### config.mk
export PLATFORM = sky130hd
export DESIGN_NAME = nasl_top
export DESIGN_NICKNAME = d
export VERILOG_FILES = /design/src/include/nasl_pkg.sv /design/src/rtl/nasl_flash.sv /design/src/rtl/nasl_top.sv
export SDC_FILE = /design/constraint.sdc
export NUM_CORES = 1
export LEC_CHECK = 0
export ABC_AREA = 1
export BUFFER_PORTS_ARGS = -buffer_cell sky130_fd_sc_hd__buf_2
export CAP_MARGIN = 25
export CORE_MARGIN = 8
export CORE_UTILIZATION = 50
export DETAILED_ROUTE_END_ITERATION = 10
export PLACE_DENSITY_LB_ADDON = 0.05
export SKIP_CTS_REPAIR_TIMING = 1
export SLEW_MARGIN = 10
export SYNTH_ARGS = -nofsm -noshare
export SYNTH_HDL_FRONTEND = slang
export SYNTH_SLANG_ARGS = --single-unit
### constraint.sdc
create_clock -name clk_sys -period 1.7 [get_ports clk_sys]
set_input_delay 0.255 -clock clk_sys [delete_from_list [all_inputs] [get_ports clk_sys]]
set_output_delay 0.255 -clock clk_sys [all_outputs]
set_load 0.05 [all_outputs]
### src/include/nasl_pkg.sv
// Package for the node address and status indicator block.
// Assumes a single 10 MHz system clock and no register bus.
package nasl_pkg;

  // ==========================================================================
  // Address
  localparam logic [6:0] ADDR_FACTORY    = 7'h01;
  localparam logic [3:0] DIGIT_MAX       = 4'h9;
  localparam logic [3:0] TENS_WEIGHT     = 4'hA;

  // ==========================================================================
  // Timing
  localparam int unsigned CLK_HZ         = 10000000;
  localparam int unsigned FLASH_HALF_MS  = 250;
  localparam int unsigned FLASH_HALF_CYC = CLK_HZ / 1000 * FLASH_HALF_MS;
  localparam int unsigned FLASH_CNT_W    = 22;

  // ==========================================================================
  // Communication phases and cyclic field layout
  typedef enum logic [2:0] {
    NASL_CP0 = 3'h0,
    NASL_CP1 = 3'h1,
    NASL_CP2 = 3'h2,
    NASL_CP3 = 3'h3,
    NASL_CP4 = 3'h4
  } nasl_phase_t;

  localparam logic [15:0] WORD_CLEAR     = 16'h0000;
  localparam int unsigned CONN_IDX_AT    = 0;
  localparam int unsigned CONN_IDX_MDT   = 1;

  // Cyclic control and status words carried together
  typedef struct packed {
    logic [15:0] conn_ctrl;
    logic [15:0] pos_ctrl;
    logic [15:0] drive_status_container;
  } nasl_cyc_t;

  // Stored address parameter write from the bus side
  typedef struct packed {
    logic       valid;
    logic [6:0] addr;
  } nasl_addr_wr_t;

endpackage

### src/rtl/nasl_flash.sv
// Free-running blink generator for the motor supply indicator.
// Assumes clk_sys at the package clock rate.
`timescale 1ns/1ps
module nasl_flash (
  // Clock and reset
  input  wire logic clk_sys,
  input  wire logic reset_n,
  // Blink phase
  output logic      blink
);

  logic [nasl_pkg::FLASH_CNT_W-1:0] cnt_reg;
  logic                             blink_reg;

  always_ff @(posedge clk_sys or negedge reset_n) begin
    if (!reset_n) begin
      cnt_reg   <= '0;
      blink_reg <= 1'b0;
    end else if (cnt_reg == nasl_pkg::FLASH_CNT_W'(nasl_pkg::FLASH_HALF_CYC - 1)) begin
      cnt_reg   <= '0;
      blink_reg <= ~blink_reg;
    end else begin
      cnt_reg   <= cnt_reg + 1'b1;
    end
  end

  assign blink = blink_reg;

endmodule

### src/rtl/nasl_top.sv
// Node address selection, status indicators and cyclic word clearing.
// Assumes synchronous inputs; the non-volatile store is outside and answers
// with its saved value at power-up through nv_addr/nv_valid.
// What this block does
// - With no address ever configured the device presents node address 1.
// - A bus write of the address parameter is adopted as the new stored address.
// - Switches at 00 or not fitted mean the stored parameter gives the address.
// - Switches above 00 give the address and bus address writes are ignored.
// - Every accepted parameter write is handed to non-volatile storage one cycle later through the nv_save register.
// - The two switches are combined as tens and ones decimal digits.
// - Motor indicator is steady when supply is ok and flashes if still in factory state.
// - Motor indicator is off whenever the supply is out of range.
// - Each of the two ports has its own green link indicator following its link.
// - Cyclic data uses the fixed-configuration I/O profile only.
// - Connection index 0 sets up the producer telegram and index 1 the consumer telegram.
// - On CP3 to CP4 the connection control, positioning control and status container clear to zero.
`timescale 1ns/1ps
module nasl_top (
  // Clock and reset
  input  wire logic                   clk_sys,
  input  wire logic                   reset_n,
  // Address switches
  input  wire logic                   sw_fitted,
  input  wire logic [3:0]             sw_tens,
  input  wire logic [3:0]             sw_ones,
  // Address parameter from the bus
  input  wire nasl_pkg::nasl_addr_wr_t addr_wr,
  // Non-volatile store
  input  wire logic                   nv_valid,
  input  wire logic                   nv_configured,
  input  wire logic [6:0]             nv_addr,
  output nasl_pkg::nasl_addr_wr_t     nv_save,
  // Supply and links
  input  wire logic                   motor_supply_ok,
  input  wire logic [1:0]             port_link_up,
  // Communication phase and cyclic words
  input  wire nasl_pkg::nasl_phase_t  comm_phase,
  input  wire logic                   conn_sel,
  input  wire logic                   cyc_wr,
  input  wire nasl_pkg::nasl_cyc_t    cyc_in,
  output nasl_pkg::nasl_cyc_t         cyc_out,
  output logic [1:0]                  conn_target,
  // Results
  output logic [6:0]                  node_addr,
  output logic                        addr_from_switch,
  output logic                        configured,
  output logic                        motor_led,
  output logic [1:0]                  port_link_indicators
);

  // ==========================================================================
  // Helpers
  function automatic logic [6:0] dec2(input logic [3:0] t, input logic [3:0] o);
    logic [7:0] v;
    v = 8'(t) * 8'(nasl_pkg::TENS_WEIGHT) + 8'(o);
    return v[6:0];
  endfunction

  function automatic logic digit_ok(input logic [3:0] d);
    return d <= nasl_pkg::DIGIT_MAX;
  endfunction

  // ==========================================================================
  // Switch decode
  logic [6:0] sw_value;
  logic       sw_decimal;
  logic       sw_active;

  always_comb begin
    sw_value  = dec2(sw_tens, sw_ones);
    // Non-decimal positions are treated as 00 so a bad switch never gives a wild address
    sw_decimal = digit_ok(sw_tens) && digit_ok(sw_ones);
    sw_active  = sw_fitted && sw_decimal && (sw_value != 7'h00);
  end

  // ==========================================================================
  // Stored address parameter
  logic [6:0]              stored_addr_reg;
  logic                    configured_reg;
  nasl_pkg::nasl_addr_wr_t nv_save_reg;
  logic                    accept_wr;

  // A write refused under the switches leaves no trace, not even in the store
  assign accept_wr = addr_wr.valid && !sw_active;

  always_ff @(posedge clk_sys or negedge reset_n) begin
    if (!reset_n) begin
      stored_addr_reg <= nasl_pkg::ADDR_FACTORY;
      configured_reg  <= 1'b0;
    end else if (accept_wr) begin
      stored_addr_reg <= addr_wr.addr;
      configured_reg  <= 1'b1;
    end else if (nv_valid && nv_configured) begin
      // Restore after restart; a live write in the same cycle wins
      stored_addr_reg <= nv_addr;
      configured_reg  <= 1'b1;
    end
  end

  always_ff @(posedge clk_sys or negedge reset_n) begin
    if (!reset_n) begin
      nv_save_reg <= '0;
    end else begin
      nv_save_reg.valid <= accept_wr;
      nv_save_reg.addr  <= addr_wr.addr;
    end
  end

  // ==========================================================================
  // Effective address
  // The stored parameter is never overwritten by the switch value, so turning
  // the switches back to 00 brings the bus-assigned address back
  logic [6:0] node_addr_reg;
  logic       from_sw_reg;

  always_ff @(posedge clk_sys or negedge reset_n) begin
    if (!reset_n) begin
      node_addr_reg <= nasl_pkg::ADDR_FACTORY;
      from_sw_reg   <= 1'b0;
    end else begin
      node_addr_reg <= sw_active ? sw_value : stored_addr_reg;
      from_sw_reg   <= sw_active;
    end
  end

  // ==========================================================================
  // Indicators
  logic       blink;
  logic       motor_led_reg;
  logic [1:0] link_reg;
  logic       factory_state;

  nasl_flash u_flash (
    .clk_sys (clk_sys),
    .reset_n (reset_n),
    .blink   (blink)
  );

  // Factory state: nothing stored and no switch setting.
  // Blink starts dark after reset, so a fresh device shows the indicator off
  // for the first half period before its first flash.
  assign factory_state = !configured_reg && !sw_active;

  always_ff @(posedge clk_sys or negedge reset_n) begin
    if (!reset_n) begin
      motor_led_reg <= 1'b0;
    end else if (!motor_supply_ok) begin
      motor_led_reg <= 1'b0;
    end else begin
      motor_led_reg <= factory_state ? blink : 1'b1;
    end
  end

  // Bit i follows port i+1 with no stretching; a bouncing link shows as it is
  genvar gi;
  generate
    for (gi = 0; gi < 2; gi++) begin : g_link
      always_ff @(posedge clk_sys or negedge reset_n) begin
        if (!reset_n) begin
          link_reg[gi] <= 1'b0;
        end else begin
          link_reg[gi] <= port_link_up[gi];
        end
      end
    end
  endgenerate

  // ==========================================================================
  // Phase tracking and cyclic words
  nasl_pkg::nasl_phase_t phase_reg;
  nasl_pkg::nasl_cyc_t   cyc_reg;
  logic [1:0]            conn_target_reg;
  logic                  cp3_to_cp4;

  always_ff @(posedge clk_sys or negedge reset_n) begin
    if (!reset_n) begin
      phase_reg <= nasl_pkg::NASL_CP0;
    end else begin
      phase_reg <= comm_phase;
    end
  end

  // Only a direct CP3 to CP4 step clears; falling back to a lower phase keeps the words
  assign cp3_to_cp4 = (phase_reg == nasl_pkg::NASL_CP3) && (comm_phase == nasl_pkg::NASL_CP4);

  always_ff @(posedge clk_sys or negedge reset_n) begin
    if (!reset_n) begin
      cyc_reg <= '0;
    end else if (cp3_to_cp4) begin
      // Clearing wins over a same-cycle write so CP4 starts from known words
      cyc_reg.conn_ctrl              <= nasl_pkg::WORD_CLEAR;
      cyc_reg.pos_ctrl               <= nasl_pkg::WORD_CLEAR;
      cyc_reg.drive_status_container <= nasl_pkg::WORD_CLEAR;
    end else if (cyc_wr) begin
      cyc_reg <= cyc_in;
    end
  end

  // One-hot target of a connection setting: bit0 producer (AT), bit1 consumer (MDT)
  always_ff @(posedge clk_sys or negedge reset_n) begin
    if (!reset_n) begin
      conn_target_reg <= 2'h0;
    end else begin
      case (conn_sel)
        1'(nasl_pkg::CONN_IDX_AT):  conn_target_reg <= 2'h1;
        1'(nasl_pkg::CONN_IDX_MDT): conn_target_reg <= 2'h2;
        default:                    conn_target_reg <= 2'h0;
      endcase
    end
  end

  // ==========================================================================
  // Outputs
  // Every output is a register copy so no decode glitch reaches a pin
  assign node_addr            = node_addr_reg;
  assign addr_from_switch     = from_sw_reg;
  assign configured           = configured_reg;
  assign motor_led            = motor_led_reg;
  assign port_link_indicators = link_reg;
  assign nv_save              = nv_save_reg;
  assign cyc_out              = cyc_reg;
  assign conn_target          = conn_target_reg;

endmodule

==> results.ini <==
[global_routing]
antenna_found_initial = 0
grt_pass1_wl_um = 19500
grtUsageTotal = 0.185
grt_pass1_vias = 4210
grt_max_degree = 97
grt-ovfl-total = 0

[timing]
maxSlewViolCount = 0
worst-slew-pin-transition_ps = 475
clock_skew_ps = 19.7
period_share = 1.10
fin_hold_ws_ps = 19.2
setup_viol = 16
timing.fmax_ghz = 0.537
setup_tns_ps = -1800
hold_viol = 0
relSlewSlack = 0.680
post-route-min-period_ps = 1860
finalWorstSetupSlack_ps = -163
rsz0062_at_grt = true

[job]
drv_cap = 0

[die]
io_pins = 154
std_cell_rows = 35
dieArea_um2 = 12800
die_y_um = 113
core_area_um2 = 9200
die_x_um = 113
start_util = 0.514

[synth]
yosys_warnings = 0
synthFlopType = dfrtp_1
avgSynthCellArea_um2 = 8.90
ys_seq_area_frac = 0.546
syn_area_um2 = 4730
ys_ff_latch = 103
synthArstFlopShare = 1.00
syn-num-nets = 625
yosysUniqueCellTypes = 34
syn_inst = 531
synth-edff-count = 0

[clock_network]
cts-root-buf = clkbuf_8
clockBufferDepth = 2
numCtsBuffers = 9
htreeDepth = 3
cts_tree = built
worstSkewPairLatency_ps = 370
path_clk_slew_ps = 90
clock_sinks = 103

[drt]
wirelength_um = 11900
vias = 4205
routed_via_density = 5.10
drtPass1Iterations = 4
ant_nets = 0
drt_iter0_drc = 261
routedWlPerCell_um = 14.5
route.detailed.drc = 0

[cells_and_area]
nets = 802
syn2layout_area_growth_pct = 31.3
insertedDiodeCount = 0
final_common_cell = buf_2
drive_above_1_share = 0.334
largest_register_ffs = 48
mostFrequentLayoutCells = 150 x buf_2, 114 x nand2_1, 112 x nand3_1

[setup_path]
required_ps = 1930
start_kind = primary input
cp_max_fo = 5
endpoint_kind = register
path_class = primary input to register
crit_arrival_ps = 2100

[power_and_ir_drop]
switchingPower_mw = 1.92
combPwrFrac = 0.244
p_per_area_nw_per_um2 = 895
swShare = 0.345
power_frac_seq = 0.489
total_leakage_power_nw = 3.35
ir_drop_v = 0.000448
clkPwrFrac = 0.267
p_int_mw = 3.64

[place]
portBuffers = 153
dpl.hpwl_um = 8850
place_congestion = 0.838

[hold_path]
hp-class = primary input to register

[status]
outcome = finished, violations left
violations = setup timing

cells in the mapped netlist (5+ instances only):
cell / n / area share
nand4_1: 10 / 0.013
nor2_1: 21 / 0.017
nand3b_1: 7 / 0.011
buf_2: 6 / 0.0064
nor3_1: 8 / 0.0085
ha_1: 8 / 0.021
nand2_1: 116 / 0.092
nand2_2: 7 / 0.0093
inv_1: 53 / 0.042
dfrtp_1: 101 / 0.53
clkbuf_1: 14 / 0.011
nand3_1: 114 / 0.12
a21oi_1: 5 / 0.0053
xor2_1: 10 / 0.019
o21ai_0: 12 / 0.013
per-layer routing:
metal / share of wire / vias up / routed length [µm] / GRT usage
met1: 0.42 / 1992 / 5040 / 0.226
met5: 0 / - / 0 / 0
met4: 0.0091 / 0 / 109 / 0.0506
met2: 0.51 / 117 / 6050 / 0.309
li1: - / 2086 / - / -
met3: 0.062 / 10 / 738 / 0.0554
worst paths after layout:
check / cells past startpoint / end / slack (ps) / start
worst max-delay path: 13 / motor_led / -160 / sw_tens[1]
worst min-delay path: 1 / conn_target[1] / 20 / conn_sel
max in group asynchronous: 3 / stored_addr_reg[0] / 790 / reset_n
min in group asynchronous: 2 / cyc_out[43] / 330 / reset_n
worst min register to register: 2 / cyc_out[40] / 510 / cyc_out[40]
worst max register to register: 5 / u_flash.cnt_reg[18] / 140 / u_flash.cnt_reg[13]
worst max-delay path: stages:
cell,delay [ps]
buf_8,100
ha_4,270
ha_4,120
inv_2,30
fa_2,560
nand3b_1,130
nand2_2,60
nor2_2,110
nand2_2,70
nand2_4,90
buf_6,120
buf_4,110
a31oi_4,60
power groups by stage:
stage	clock [mW]	sequential [mW]	combinational, mW
2_1_floorplan	0	3.29	0.326
3_3_place_gp	0	2.76	1.30
3_5_place_dp	0	2.76	1.33
4_1_cts	1.54	2.71	1.33
5_1_grt	1.63	2.73	1.47
6_report	1.48	2.71	1.36
through the flow:
step           area [µm²]  setup slack [ps]  power, mW   util  instances
5_1_grt              6210              -222       5.83  0.675        824
6_report             6210              -163       5.56  0.675        824
3_3_place_gp         5780              -536       4.06  0.629        794
2_1_floorplan        4760              -313       3.62      -        531
4_1_cts              5970              -217       5.58  0.649        810
3_5_place_dp         5780              -603       4.09  0.629        794
area by class of cell:
type                            count  area [µm²]
Multi-Input combinational cell    347        1940
Sequential cell                   103        2580
Timing Repair Buffer              190        1150
Fill cell                         812        2990
Clock inverter                      5        46.3
Tap cell                          111         139
Inverter                           57         216
Clock buffer                       11         141
cells by family (layout without fill, tap and decap cells):
logic type / count (synthesis) / count (layout) / share of synthesized area
and+or+nand+nor: 303 / 303 / 0.310
DFF: 103 / 103 / 0.546
buffers and inverters: 81 / 263 / 0.0683
AOI/OAI and AO/OA: 23 / 23 / 0.0262
xor gates and xnor gates: 11 / 11 / 0.0204
adders and majority gates: 10 / 10 / 0.0297
Power figures use the tool's default switching activity.
